==> src/hdl/ifo_pkg.sv <==
package ifo_pkg;

   // apb geometry
   localparam int IFO_ADDR_W = 8;
   localparam int IFO_DATA_W = 32;

   // register byte offsets
   localparam logic [7:0] IFO_OFS_STATUS = 8'h00;
   localparam logic [7:0] IFO_OFS_MASK = 8'h04;
   localparam logic [7:0] IFO_OFS_STATE = 8'h08;

   // status and mask layout (same for both)
   localparam int IFO_EV_W = 2;
   localparam int IFO_EV_LATCH = 0;
   localparam int IFO_EV_TAKE = 1;
   localparam logic [IFO_EV_W-1:0] IFO_EV_RESET = 2'h0;

   // state register layout
   localparam int IFO_SR_PEND = 0;
   localparam int IFO_SR_LATCH = 1;
   localparam int IFO_SR_PIN_LOW = 2;
   localparam int IFO_SR_CNT_LSB = 8;
   localparam int IFO_CNT_W = 8;

   // request pin low time before it counts
   localparam int IFO_T_ILIH_NS = 250;
   localparam int IFO_CLK_NS = 20;
   localparam int IFO_ILIH_CYC = (IFO_T_ILIH_NS + IFO_CLK_NS - 1) / IFO_CLK_NS;

   // port c pullup bit positions
   localparam int IFO_PU_W = 8;
   localparam int IFO_PU_B7 = 7;
   localparam int IFO_PU_B6 = 6;
   localparam int IFO_PU_B5 = 5;
   localparam int IFO_PU_B4 = 4;
   localparam int IFO_PU_B3 = 3;
   localparam int IFO_PU_B2 = 2;
   localparam int IFO_PU_B1 = 1;
   localparam int IFO_PU_B0 = 0;

   // factory option set, fixed at build time
   typedef struct packed {
      logic pullup_opt_bit7;
      logic pullup_opt_bit6;
      logic pullup_opt_bit5;
      logic pullup_opt_bit4;
      logic pullup_opt_bits_2_3;
      logic pullup_opt_bits_0_1;
      logic watchdog_option;
      logic level_sense_option;
   } ifo_opt_t;

   localparam ifo_opt_t IFO_OPT_DEFAULT = 8'h00;

   // what the cpu core tells the front end
   typedef struct packed {
      logic insn_boundary;
      logic i_mask;
   } ifo_cpu_in_t;

endpackage : ifo_pkg

==> src/hdl/ifo_irq_filter.sv <==
`timescale 1ns/1ns
module ifo_irq_filter
   import ifo_pkg::*;
#(
   parameter int MIN_CYC = IFO_ILIH_CYC
) (
   input wire logic pclk,
   input wire logic presetn,
   input wire logic irq_n_pin,
   output logic low_level,
   output logic fall_pulse
);

   localparam int CW = $clog2(MIN_CYC + 1);
   localparam logic [CW-1:0] CNT_MAX = CW'(MIN_CYC);

   logic sync1_reg;
   logic sync2_reg;
   logic [CW-1:0] cnt_reg;
   logic [CW-1:0] cnt_next;
   logic low_reg;
   logic low_next;
   logic fall_reg;
   logic fall_next;

   // width qualification on the synchronised pin
   always_comb begin
      cnt_next = cnt_reg;
      low_next = low_reg;
      if (sync2_reg) begin
         cnt_next = '0;
         low_next = 1'b0;
      end else begin
         if (cnt_reg != CNT_MAX) begin
            cnt_next = cnt_reg + CW'(1);
         end
         low_next = (cnt_next == CNT_MAX);
      end
      fall_next = low_next & ~low_reg;
   end

   // two-flop synchroniser, then filter state
   always_ff @(posedge pclk or negedge presetn) begin
      if (!presetn) begin
         sync1_reg <= 1'b1;
         sync2_reg <= 1'b1;
         cnt_reg <= '0;
         low_reg <= 1'b0;
         fall_reg <= 1'b0;
      end else begin
         sync1_reg <= irq_n_pin;
         sync2_reg <= sync1_reg;
         cnt_reg <= cnt_next;
         low_reg <= low_next;
         fall_reg <= fall_next;
      end
   end

   assign low_level = low_reg;
   assign fall_pulse = fall_reg;

endmodule : ifo_irq_filter

==> src/hdl/ifo_front.sv <==
// The implementer's own choices: the register addresses and register access over APB.
`timescale 1ns/1ns
module ifo_front
   import ifo_pkg::*;
#(
   parameter ifo_opt_t OPTIONS = IFO_OPT_DEFAULT,
   parameter int ILIH_CYC = IFO_ILIH_CYC
) (
   input wire logic pclk,
   input wire logic presetn,
   input wire logic psel,
   input wire logic penable,
   input wire logic pwrite,
   input wire logic [IFO_ADDR_W-1:0] paddr,
   input wire logic [IFO_DATA_W-1:0] pwdata,
   output logic [IFO_DATA_W-1:0] prdata,
   output logic pready,
   output logic pslverr,
   input wire logic irq_n_pin,
   input wire ifo_cpu_in_t cpu_in,
   output logic irq_seq_start,
   output logic [IFO_PU_W-1:0] pullup_en,
   output logic watchdog_en,
   output logic irq_out
);

   // pullup map built from the fixed options
   function automatic logic [IFO_PU_W-1:0] ifo_pullups(input ifo_opt_t o);
      logic [IFO_PU_W-1:0] p;
      p = '0;
      p[IFO_PU_B7] = o.pullup_opt_bit7;
      p[IFO_PU_B6] = o.pullup_opt_bit6;
      p[IFO_PU_B5] = o.pullup_opt_bit5;
      p[IFO_PU_B4] = o.pullup_opt_bit4;
      p[IFO_PU_B3] = o.pullup_opt_bits_2_3;
      p[IFO_PU_B2] = o.pullup_opt_bits_2_3;
      p[IFO_PU_B1] = o.pullup_opt_bits_0_1;
      p[IFO_PU_B0] = o.pullup_opt_bits_0_1;
      return p;
   endfunction : ifo_pullups

   // true when the address names a mapped register
   function automatic logic ifo_mapped(input logic [IFO_ADDR_W-1:0] a);
      return (a == IFO_OFS_STATUS) || (a == IFO_OFS_MASK) || (a == IFO_OFS_STATE);
   endfunction : ifo_mapped

   // fixed option values, constants of the build
   localparam logic [IFO_PU_W-1:0] PU_CONST = ifo_pullups(OPTIONS);
   localparam logic WD_CONST = OPTIONS.watchdog_option;
   localparam logic LEVEL_MODE = OPTIONS.level_sense_option;

   // qualified request pin
   logic pin_low;
   logic pin_fall;

   ifo_irq_filter #(
      .MIN_CYC(ILIH_CYC)
   ) u_filter (
      .pclk(pclk),
      .presetn(presetn),
      .irq_n_pin(irq_n_pin),
      .low_level(pin_low),
      .fall_pulse(pin_fall)
   );

   // ------- option outputs
   logic [IFO_PU_W-1:0] pullup_reg;
   logic [IFO_PU_W-1:0] pullup_next;
   logic watchdog_reg;
   logic watchdog_next;

   // options never change, registers just hold them
   always_comb begin
      pullup_next = PU_CONST;
      watchdog_next = WD_CONST;
   end

   // reset loads the same constants
   always_ff @(posedge pclk or negedge presetn) begin
      if (!presetn) begin
         pullup_reg <= PU_CONST;
         watchdog_reg <= WD_CONST;
      end else begin
         pullup_reg <= pullup_next;
         watchdog_reg <= watchdog_next;
      end
   end

   // ------- request latch and sequence start
   logic latch_reg;
   logic latch_next;
   logic take_reg;
   logic take_next;
   logic pending;
   logic [IFO_CNT_W-1:0] take_cnt_reg;
   logic [IFO_CNT_W-1:0] take_cnt_next;

   // request seen by the core at the boundary
   always_comb begin
      pending = latch_reg;
      if (LEVEL_MODE) begin
         pending = latch_reg | pin_low;
      end
   end

   // latch update and boundary decision
   always_comb begin
      latch_next = latch_reg;
      take_next = 1'b0;
      take_cnt_next = take_cnt_reg;
      if (cpu_in.insn_boundary) begin
         if (pending && !cpu_in.i_mask) begin
            take_next = 1'b1;
            latch_next = 1'b0;
            take_cnt_next = take_cnt_reg + IFO_CNT_W'(1);
         end
      end
      // a new edge in the take cycle is kept
      if (pin_fall) begin
         latch_next = 1'b1;
      end
   end

   // latch and sequence start flops
   always_ff @(posedge pclk or negedge presetn) begin
      if (!presetn) begin
         latch_reg <= 1'b0;
         take_reg <= 1'b0;
         take_cnt_reg <= '0;
      end else begin
         latch_reg <= latch_next;
         take_reg <= take_next;
         take_cnt_reg <= take_cnt_next;
      end
   end

   // ------- apb slave
   logic setup;
   logic access;
   logic wr_en;
   logic [IFO_DATA_W-1:0] wdata_ev;
   logic pready_reg;
   logic pready_next;
   logic pslverr_reg;
   logic pslverr_next;
   logic [IFO_DATA_W-1:0] prdata_reg;
   logic [IFO_DATA_W-1:0] prdata_next;

   // phase decode
   always_comb begin
      setup = psel & ~penable;
      access = psel & penable & pready_reg;
      wr_en = access & pwrite;
      wdata_ev = pwdata;
   end

   // ------- event status and mask
   logic [IFO_EV_W-1:0] status_reg;
   logic [IFO_EV_W-1:0] status_next;
   logic [IFO_EV_W-1:0] mask_reg;
   logic [IFO_EV_W-1:0] mask_next;
   logic irq_reg;
   logic irq_next;
   logic [IFO_EV_W-1:0] ev_set;
   logic [IFO_EV_W-1:0] ev_clr;

   // sticky events, write one clears, set wins
   always_comb begin
      ev_set = '0;
      ev_set[IFO_EV_LATCH] = pin_fall;
      ev_set[IFO_EV_TAKE] = take_reg;
      ev_clr = '0;
      if (wr_en && paddr == IFO_OFS_STATUS) begin
         ev_clr = wdata_ev[IFO_EV_W-1:0];
      end
      status_next = (status_reg & ~ev_clr) | ev_set;
      mask_next = mask_reg;
      if (wr_en && paddr == IFO_OFS_MASK) begin
         mask_next = wdata_ev[IFO_EV_W-1:0];
      end
      irq_next = |(status_next & mask_next);
   end

   // status, mask and interrupt flops
   always_ff @(posedge pclk or negedge presetn) begin
      if (!presetn) begin
         status_reg <= IFO_EV_RESET;
         mask_reg <= IFO_EV_RESET;
         irq_reg <= 1'b0;
      end else begin
         status_reg <= status_next;
         mask_reg <= mask_next;
         irq_reg <= irq_next;
      end
   end

   // read data and answer, prepared in setup
   always_comb begin
      pready_next = setup;
      pslverr_next = 1'b0;
      prdata_next = '0;
      if (setup) begin
         pslverr_next = ~ifo_mapped(paddr);
         if (!pwrite) begin
            // options are absent from every register
            unique case (paddr)
               IFO_OFS_STATUS: begin
                  prdata_next[IFO_EV_W-1:0] = status_reg;
               end
               IFO_OFS_MASK: begin
                  prdata_next[IFO_EV_W-1:0] = mask_reg;
               end
               IFO_OFS_STATE: begin
                  prdata_next[IFO_SR_PEND] = pending;
                  prdata_next[IFO_SR_LATCH] = latch_reg;
                  prdata_next[IFO_SR_PIN_LOW] = pin_low;
                  prdata_next[IFO_SR_CNT_LSB +: IFO_CNT_W] = take_cnt_reg;
               end
               default: begin
                  prdata_next = '0;
               end
            endcase
         end
      end else if (access) begin
         pready_next = 1'b0;
      end else begin
         pready_next = pready_reg & psel;
         pslverr_next = pslverr_reg & psel;
         prdata_next = prdata_reg;
      end
   end

   // bus answer flops
   always_ff @(posedge pclk or negedge presetn) begin
      if (!presetn) begin
         pready_reg <= 1'b0;
         pslverr_reg <= 1'b0;
         prdata_reg <= '0;
      end else begin
         pready_reg <= pready_next;
         pslverr_reg <= pslverr_next;
         prdata_reg <= prdata_next;
      end
   end

   // outputs straight from flops
   assign prdata = prdata_reg;
   assign pready = pready_reg;
   assign pslverr = pslverr_reg;
   assign irq_seq_start = take_reg;
   assign pullup_en = pullup_reg;
   assign watchdog_en = watchdog_reg;
   assign irq_out = irq_reg;

endmodule : ifo_front

==> config.mk <==
export PLATFORM = sky130hd
export DESIGN_NAME = ifo_front
export DESIGN_NICKNAME = d
export VERILOG_FILES = /design/src/hdl/ifo_pkg.sv /design/src/hdl/ifo_irq_filter.sv /design/src/hdl/ifo_front.sv
export SDC_FILE = /design/constraint.sdc
export NUM_CORES = 1
export LEC_CHECK = 0
export BUFFER_PORTS_ARGS = -buffer_cell sky130_fd_sc_hd__buf_4
export CORE_MARGIN = 2
export CORE_UTILIZATION = 45
export CTS_CLUSTER_SIZE = 12
export DETAILED_ROUTE_END_ITERATION = 16
export GPL_TIMING_DRIVEN = 0
export PLACE_DENSITY = 0.84
export SLEW_MARGIN = 20
export SYNTH_ARGS = -nofsm -noshare
export SYNTH_HDL_FRONTEND = slang
export SYNTH_HIERARCHICAL = 1
export SYNTH_SLANG_ARGS = --single-unit
==> constraint.sdc <==
create_clock -name pclk -period 1.8 [get_ports pclk]
set_input_delay 0.18 -clock pclk [delete_from_list [all_inputs] [get_ports pclk]]
set_output_delay 0.18 -clock pclk [all_outputs]
set_load 0.01 [all_outputs]
==> impl_metrics.yaml, run 1 <==
run:
  cap_viol_max_count: 0
power:
  p_per_area_nw_per_um2: 687.0
  ir_worst_vdd_v: 0.0004408
  seqPwrFrac_pct: 52.7
  p_leak_nw: 1.245
  p_sw_share_pct: 23.02
  switchingPower_mw: 0.3666
  combPwrFrac_pct: 12.1
  p_int_mw: 1.225
  power_mw: 1.592
  clkPwrFrac_pct: 35.2
critical_path:
  cp-start-kind: "flop"
  path_max_fanout: 6
  required_ps: 1950
  cp-end-kind: "flop"
  crit_type: "reg -> reg"
  arrival_ps: 1770
global_route:
  first_global_vias: 1157
  gr-usage-all-layers_pct: 14.93
  gr-total-overflow: 0
  grt_max_degree: 37
  grt_pass1_wl_um: 5140
  antenna_found_initial: 0
finish:
  multi_input_area_sq_um: 754.5
  seq_area_sq_um: 903.4
  largest_register_ffs: 11
  num_antenna_cells: 0
  design_area_sq_um: 2317
  drive_above_1_share_pct: 35.81
  fillers: 340
  syn_to_final_growth_pct: 27.99
  nets: 279
logic_synthesis:
  netlist_top_cells_area: "dfrtp_1 (47%), buf_4 (13%), a22o_1 (4.4%)"
  synth_area_sq_um: 1810
  yosys_warnings: 6
  ys_seq_area_share_pct: 49.90
  synth-xor-area-share_pct: 3.870
  synth_area_per_cell_sq_um: 11.32
  synth_common_cells: "dfrtp_1 (34), buf_4 (31), a22o_1 (9), nand2_1 (7)"
  ys_ff_latch: 36
  yosysTopAreaCellShare_pct: 46.99
  synth_most_common_cell: "dfrtp_1"
  synth_top_area_cell: "dfrtp_1"
  synth_cell_type_count: 43
  synth_fa_ha_area_share_pct: 2.073
  synth_compound_area_share_pct: 12.30
  synthMuxAreaShare_pct: 2.557
  ys.flop_type: "dfrtp_1"
  synth-simple-area-share_pct: 14.65
  synth_edf_count: 0
  async_reset_ff_share_pct: 100.0
  synth_top_family_by_area: "simple AND/OR/NAND/NOR gates"
  synth_cells: 160
detailed_routing:
  vias_per_cell: 4.577
  drc: 0
  routed_wl_um: 3152
  antenna_left: 0
  vias: 1277
  drt_pass1_iterations: 4
  post_drt_wl_per_cell_um: 11.30
  drt_iter0_markers: 42
clocking:
  h-tree-depth: 2
  clkLatencyLatePin_ps: 270
  cts_inserted_buffers: 5
  clockRootBuffer: "clkbuf_8"
  cts_setup_buffers: 0
  cts_tree: "yes"
  clk_path_buf_depth: 2
  ctsResizeCount: 0
  path_clk_slew_ps: 60
  cts_hold_buf: 1
  cts_num_sinks: 36
floorplanning:
  core_sq_um: 3943
  die_h_um: 67.43
  die_w_um: 67.43
  placementRows: 23
  initial_core_util_pct: 45.92
  dieArea_sq_um: 4547
  ios: 93
timing:
  max_freq_mhz: 617.5
  rsz0062_at_grt: "no"
  finalSetupViolCount: 0
  period_share_pct: 89.97
  finalCriticalPeriod_ps: 1619
  drv_slew: 0
  fin_skew_ps: 5.006
  finalHoldViolCount: 0
  tns_ps: 0
hold_path:
  hold_class: "in -> reg"
place:
  place_congestion: 0.7560
  placed_area_sq_um: 2215
  hpwl_um: 2449
  port_buffers: 31
run_status:
  outcome: "finished, final reports clean"
[cells in the final DEF, fill, tap and decap left out, types with 3 or more instances in the layout]
master	netlist	routed
dfrtp_1	34	34
nor2b_1	3	3
a32o_1	3	3
a21oi_1	4	4
ha_1	3	3
a22o_1	9	9
nor2_1	6	6
nand3_1	6	6
o21ai_0	5	5
clkbuf_8	0	6
nand2_1	7	7
xnor2_1	6	6
inv_1	4	4
buf_4	31	62
conb_1	1	30
[final timing paths]
| check | endpoint | startpoint | slack, ps | cells past startpoint |
|---|---|---|---|---|
| setup / recovery | u_filter/low_level$_DFF_PN0_ | u_filter/cnt_reg[0]$_DFF_PN0_ | 180 | 4 |
| hold / removal | u_filter/sync1_reg$_DFF_PN1_ | irq_n_pin | 10 | 1 |
| setup reg to reg | u_filter/low_level$_DFF_PN0_ | u_filter/cnt_reg[0]$_DFF_PN0_ | 180 | 4 |
| hold reg to reg | u_filter/sync2_reg$_DFF_PN1_ | u_filter/sync1_reg$_DFF_PN1_ | 360 | 0 |
| max in group asynchronous | u_filter/sync1_reg$_DFF_PN1_ | presetn | 1050 | 2 |
| min in group asynchronous | prdata[13]$_DFFE_PN0P_ | presetn | 410 | 2 |
[cell type report]
cell class                 count  share of cell area (%)
buffer                        34                   10.64
clock buffer                   6                   3.564
clock inverter                 2                  0.4320
inverter                       4                  0.6479
multi-input combinational    115                   32.56
sequential                    36                   38.98
tap                           50                   2.700
timing repair buffer          32                   10.48
[worst max-delay path: stages, from the launching register on]
cell	delay (ps)
dfrtp_1	450
ha_1	310
nand3_4	120
o22a_1	240
a2111oi_2	390
[cells by family (layout without fill, tap and decap cells)]
group / Yosys count / in the layout
DFF: 36 / 36
adders and majority gates: 3 / 3
muxes: 4 / 4
other: 1 / 30
and+or+nand+nor: 41 / 41
xor gates and xnor gates: 8 / 8
buffers and inverters: 38 / 78
AOI/OAI and AO/OA: 29 / 29
[layer usage]
layer | vias up | part of all wire, % | track usage (%)
met5 | - | 0 | 0
met4 | 0 | 0.32 | 3.316
met3 | 2 | 8.9 | 4.333
met2 | 45 | 47 | 23.89
met1 | 592 | 44 | 20.17
li1 | 638 | - | -
[metrics by stage]
stage	hold WS, ps	utilization (%)	std cells	setup WS (ps)
2_1_floorplan	-115.6	-	189	350.7
3_3_place_gp	152.6	56.17	270	247.5
3_5_place_dp	160.0	56.17	270	180.7
4_1_cts	5.022	58.78	279	160.5
5_1_grt	1.191	58.78	279	50.32
6_report	13.42	58.78	279	180.6
[power by group through the flow]
stage | combinational (mW) | clock [mW] | sequential (mW)
5_1_grt | 0.217 | 0.617 | 0.840
2_1_floorplan | 0.127 | 0 | 0.852
3_3_place_gp | 0.187 | 0 | 0.853
6_report | 0.192 | 0.561 | 0.839
4_1_cts | 0.192 | 0.580 | 0.839
3_5_place_dp | 0.190 | 0 | 0.854
(Power assumes the default switching activity.)
==> run 2, diff against run 1 <==
--- a/config.mk
+++ b/config.mk
@@ -7,11 +7,11 @@
 export LEC_CHECK = 0
 export BUFFER_PORTS_ARGS = -buffer_cell sky130_fd_sc_hd__buf_4
 export CORE_MARGIN = 2
-export CORE_UTILIZATION = 45
+export CORE_UTILIZATION = 30
 export CTS_CLUSTER_SIZE = 12
 export DETAILED_ROUTE_END_ITERATION = 16
 export GPL_TIMING_DRIVEN = 0
-export PLACE_DENSITY = 0.84
+export PLACE_DENSITY = 0.61
 export SLEW_MARGIN = 20
 export SYNTH_ARGS = -nofsm -noshare
 export SYNTH_HDL_FRONTEND = slang
==> impl_metrics.yaml, run 2 (same netlist as run 1, synthesis figures left out) <==
global_route:
  antenna_found_initial: 0
  grt_use_met2_pct: 16.72
  first_global_vias: 1145
  gr-total-overflow: 0
  grt-busiest-layer: "met2"
  grt_pass1_wl_um: 5478
  grt_max_degree: 37
  met1_usage_pct: 14.23
  gr-usage-all-layers_pct: 11.14
  met3_usage_pct: 4.945
critical_path:
  path_max_fanout: 6
  arrival_ps: 1820
  critPathSlowestCell: "dfrtp_1"
  cp-end-kind: "flop"
  required_ps: 1970
  slowest_delay_ps: 460
  cp-start-kind: "flop"
  crit_type: "reg -> reg"
  path_delay_family: "compound AO/OA/AOI/OAI gates"
  critPathBufInv: 0
  crit_chain: "ha_1 > nand3_4 > o22a_1 > a2111oi_2"
power:
  ir_worst_vdd_v: 0.0002793
  p_per_area_nw_per_um2: 690.0
  p_leak_nw: 1.243
clocking:
  clkLatencyLatePin_ps: 290
  ctsResizeCount: 0
  cts_num_sinks: 36
  cts_inserted_buffers: 5
  cts_setup_buffers: 0
  clockRootBuffer: "clkbuf_8"
  clk_path_buf_depth: 2
  cts_hold_buf: 2
  cts_tree: "yes"
  path_clk_slew_ps: 70
  h-tree-depth: 2
finish:
  fillers: 605
  syn_to_final_growth_pct: 30.34
  multi_input_area_sq_um: 754.5
  nets: 280
  num_antenna_cells: 0
  seq_area_sq_um: 903.4
  largest_register_ffs: 11
  final_common_cell: "buf_4"
  drive_above_1_share_pct: 35.22
  final_util_pct: 40.09
  mostFrequentLayoutCells: "buf_4 (62), dfrtp_1 (34), conb_1 (30)"
floorplanning:
  die_w_um: 81.69
  ios: 93
  initial_core_util_pct: 30.76
  placementRows: 28
  dieArea_sq_um: 6672
  core_sq_um: 5886
  die_h_um: 81.69
detailed_routing:
  vias: 1288
  drt_iter0_markers: 70
  vias_per_cell: 4.223
  drt_pass1_iterations: 4
  antenna_left: 0
  routed_wl_um: 3469
  post_drt_wl_per_cell_um: 11.37
  drc: 0
timing:
  period_share_pct: 91.48
  tns_ps: 0
  fin_skew_ps: 7.771
  fin_ws_ps: 153.4
  finalCriticalPeriod_ps: 1647
  finalSetupViolCount: 0
  finalHoldViolCount: 0
  holdWs_ps: 72.84
  rsz0062_at_grt: "no"
  drv_slew: 0
  max_freq_mhz: 607.3
run:
  cap_viol_max_count: 0
hold_path:
  hold_class: "in -> reg"
place:
  hpwl_um: 2598
  dp_slack_ps: 140.4
  port_buffers: 31
  place_congestion: 0.7373
run_status:
  outcome: "finished, final reports clean"
-- run 2: cell count changes in the layout (fill, tap and decap cells not counted), sizes merged --
cell         delta
dlygate4sd3     +1
clkbuf          +1
clkinvlp        +1
clkinv          -2
-- run 2: area by class of cell --
| class | instances | share of cell area [%] |
|---|---|---|
| buffer | 34 | 10.45 |
| inverter | 4 | 0.6363 |
| tap | 75 | 3.977 |
| clock inverter | 1 | 0.3181 |
| timing repair buffer | 33 | 10.71 |
| multi-input combinational | 115 | 31.97 |
| sequential | 36 | 38.28 |
| clock buffer | 7 | 3.659 |
-- run 2: worst reg2reg max path, stage by stage, from the launching register on --
cell and delay (ps):
dfrtp_1 460, ha_1 330, nand3_4 120, o22a_1 250, a2111oi_2 390
-- run 2: path summary, 6_finish.rpt --
kind | end | slack (ps) | cells after the start | from
setup / recovery | u_filter/low_level$_DFF_PN0_ | 150 | 4 | u_filter/cnt_reg[0]$_DFF_PN0_
hold / removal | pready$_DFF_PN0_ | 70 | 2 | penable
setup reg to reg | u_filter/low_level$_DFF_PN0_ | 150 | 4 | u_filter/cnt_reg[0]$_DFF_PN0_
hold reg to reg | u_filter/sync2_reg$_DFF_PN1_ | 360 | 0 | u_filter/sync1_reg$_DFF_PN1_
max in group asynchronous | u_filter/sync2_reg$_DFF_PN1_ | 1060 | 2 | presetn
min in group asynchronous | irq_out$_DFF_PN0_ | 390 | 2 | presetn
-- run 2: per-layer routing --
metal,up-vias,part of all wire (%)
met5,-,0
met4,0,0.72
met2,46,46
met1,602,43
met3,2,10
li1,638,-
-- run 2: metrics by stage --
stage | cell area, sq um | cells | total power [mW]
CTS | 2360 | 305 | 1.662
floorplan | 1919 | 189 | 0.9790
global placement | 2246 | 295 | 1.043
finish | 2360 | 305 | 1.628
global route | 2360 | 305 | 1.715
detailed placement | 2246 | 295 | 1.045
-- run 2: report_power, final --
group,total [mW],internal (mW),switching (mW)
combinational,0.195,0.0971,0.0978
clock,0.595,0.311,0.284
sequential,0.838,0.824,0.0140
total,1.63,1.23,0.396
==> run 3, diff against run 2 <==
--- a/config.mk
+++ b/config.mk
@@ -11,7 +11,7 @@
 export CTS_CLUSTER_SIZE = 12
 export DETAILED_ROUTE_END_ITERATION = 16
 export GPL_TIMING_DRIVEN = 0
-export PLACE_DENSITY = 0.61
+export PLACE_DENSITY = 0.63
 export SLEW_MARGIN = 20
 export SYNTH_ARGS = -nofsm -noshare
 export SYNTH_HDL_FRONTEND = slang
==> impl_metrics.yaml, run 3 (same netlist as run 1, synthesis figures left out) <==
critical_path:
  arrival_ps: 1770
  path_delay_family: "compound AO/OA/AOI/OAI gates"
  cp-start-kind: "flop"
  cp-end-kind: "flop"
  required_ps: 1970
  crit_chain: "ha_1 > nand3_4 > o22a_1 > a2111oi_2"
  path_max_fanout: 6
  crit_type: "reg -> reg"
  critPathBufInv: 0
  slowest_delay_ps: 450
  critPathSlowestCell: "dfrtp_1"
global_route:
  met3_usage_pct: 4.176
  gr-usage-all-layers_pct: 11.40
  met1_usage_pct: 14.80
  antenna_found_initial: 0
  grt_max_degree: 37
  grt_use_met2_pct: 17.62
  grt-busiest-layer: "met2"
  grt_pass1_wl_um: 5789
  gr-total-overflow: 0
  first_global_vias: 1230
clocking:
  clkLatencyLatePin_ps: 280
  clk_path_buf_depth: 2
  cts_num_sinks: 36
  h-tree-depth: 2
  cts_tree: "yes"
  cts_inserted_buffers: 5
  clockRootBuffer: "clkbuf_8"
  path_clk_slew_ps: 70
power:
  power_mw: 1.590
  p_leak_nw: 1.246
  p_per_area_nw_per_um2: 675.6
  ir_worst_vdd_v: 0.0002826
detailed_routing:
  drt_iter0_markers: 44
  drt_pass1_iterations: 4
  post_drt_wl_per_cell_um: 11.07
  vias: 1296
  drc: 0
  antenna_left: 0
  routed_wl_um: 3375
  vias_per_cell: 4.249
timing:
  drv_slew: 0
  max_freq_mhz: 623.7
  fin_skew_ps: 8.024
  rsz0062_at_grt: "no"
  finalCriticalPeriod_ps: 1603
  tns_ps: 0
  period_share_pct: 89.07
  finalHoldViolCount: 0
  finalSetupViolCount: 0
finish:
  final_common_cell: "buf_4"
  syn_to_final_growth_pct: 29.99
  largest_register_ffs: 11
  fillers: 588
  mostFrequentLayoutCells: "buf_4 (62), dfrtp_1 (34), conb_1 (30)"
  stdcell_count: 305
  drive_above_1_share_pct: 35.65
  num_antenna_cells: 0
  design_area_sq_um: 2354
  nets: 280
floorplanning:
  ios: 93
  initial_core_util_pct: 30.76
  placementRows: 28
  die_h_um: 81.69
  core_sq_um: 5886
  die_w_um: 81.69
  dieArea_sq_um: 6672
place:
  hpwl_um: 2552
  placed_area_sq_um: 2246
  port_buffers: 31
  dpl.cell_count: 295
  place_congestion: 0.7323
run:
  cap_viol_max_count: 0
hold_path:
  hold_class: "in -> reg"
run_status:
  outcome: "finished, final reports clean"
## run 3: path summary, 6_finish.rpt
check / endpoint / start / depth (start not counted) / slack [ps]
hold / removal: pready$_DFF_PN0_ / penable / 2 / 60
hold reg to reg: u_filter/sync2_reg$_DFF_PN1_ / u_filter/sync1_reg$_DFF_PN1_ / 0 / 360
max in group asynchronous: u_filter/sync1_reg$_DFF_PN1_ / presetn / 2 / 1060
setup / recovery: u_filter/low_level$_DFF_PN0_ / u_filter/cnt_reg[0]$_DFF_PN0_ / 4 / 200
setup reg to reg: u_filter/low_level$_DFF_PN0_ / u_filter/cnt_reg[0]$_DFF_PN0_ / 4 / 200
min in group asynchronous: mask_reg[1]$_DFF_PN0_ / presetn / 2 / 380
## run 3: layout make-up
| cell class | instances | area (sq um) | area share [%] |
|---|---|---|---|
| Clock inverter | 3 | 18.77 | 0.7974 |
| Tap cell | 75 | 93.84 | 3.987 |
| Multi-Input combinational cell | 115 | 754.5 | 32.06 |
| Buffer | 34 | 246.5 | 10.47 |
| Sequential cell | 36 | 903.4 | 38.38 |
| Inverter | 4 | 15.01 | 0.6380 |
| Clock buffer | 5 | 68.82 | 2.924 |
| Timing Repair Buffer | 33 | 252.7 | 10.74 |
## run 3: report_power, final
part | internal [mW] | total [mW] | switching [mW]
clock network | 0.269 | 0.555 | 0.286
registers | 0.824 | 0.839 | 0.0141
logic | 0.0972 | 0.196 | 0.0991
## run 3: repair_timing
action | CTS | global route
hold buffers | 2 | 0
endpoints found under the hold margin | 35 | 0
gates resized for setup | 0 | 0
setup buffers | 0 | 0
## run 3: worst register-to-register path, cell delays in order, from the launching register on
cell       delay, ps
dfrtp_1          450
ha_1             320
nand3_4          120
o22a_1           240
a2111oi_2        360
## run 3: per-stage QoR
stage	hold slack, ps	utilization (%)	setup slack (ps)
2_1_floorplan	-115.6	-	350.7
4_1_cts	57.26	39.99	189.6
5_1_grt	53.06	39.99	112.4
3_5_place_dp	170.7	38.16	207.9
3_3_place_gp	162.2	38.16	232.9
6_report	64.48	39.99	196.7
## run 3: layer usage
layer / vias up / wire, um
met4: 0 / 32
met3: 5 / 310
met5: - / 0
li1: 645 / -
met1: 598 / 1549
met2: 48 / 1483
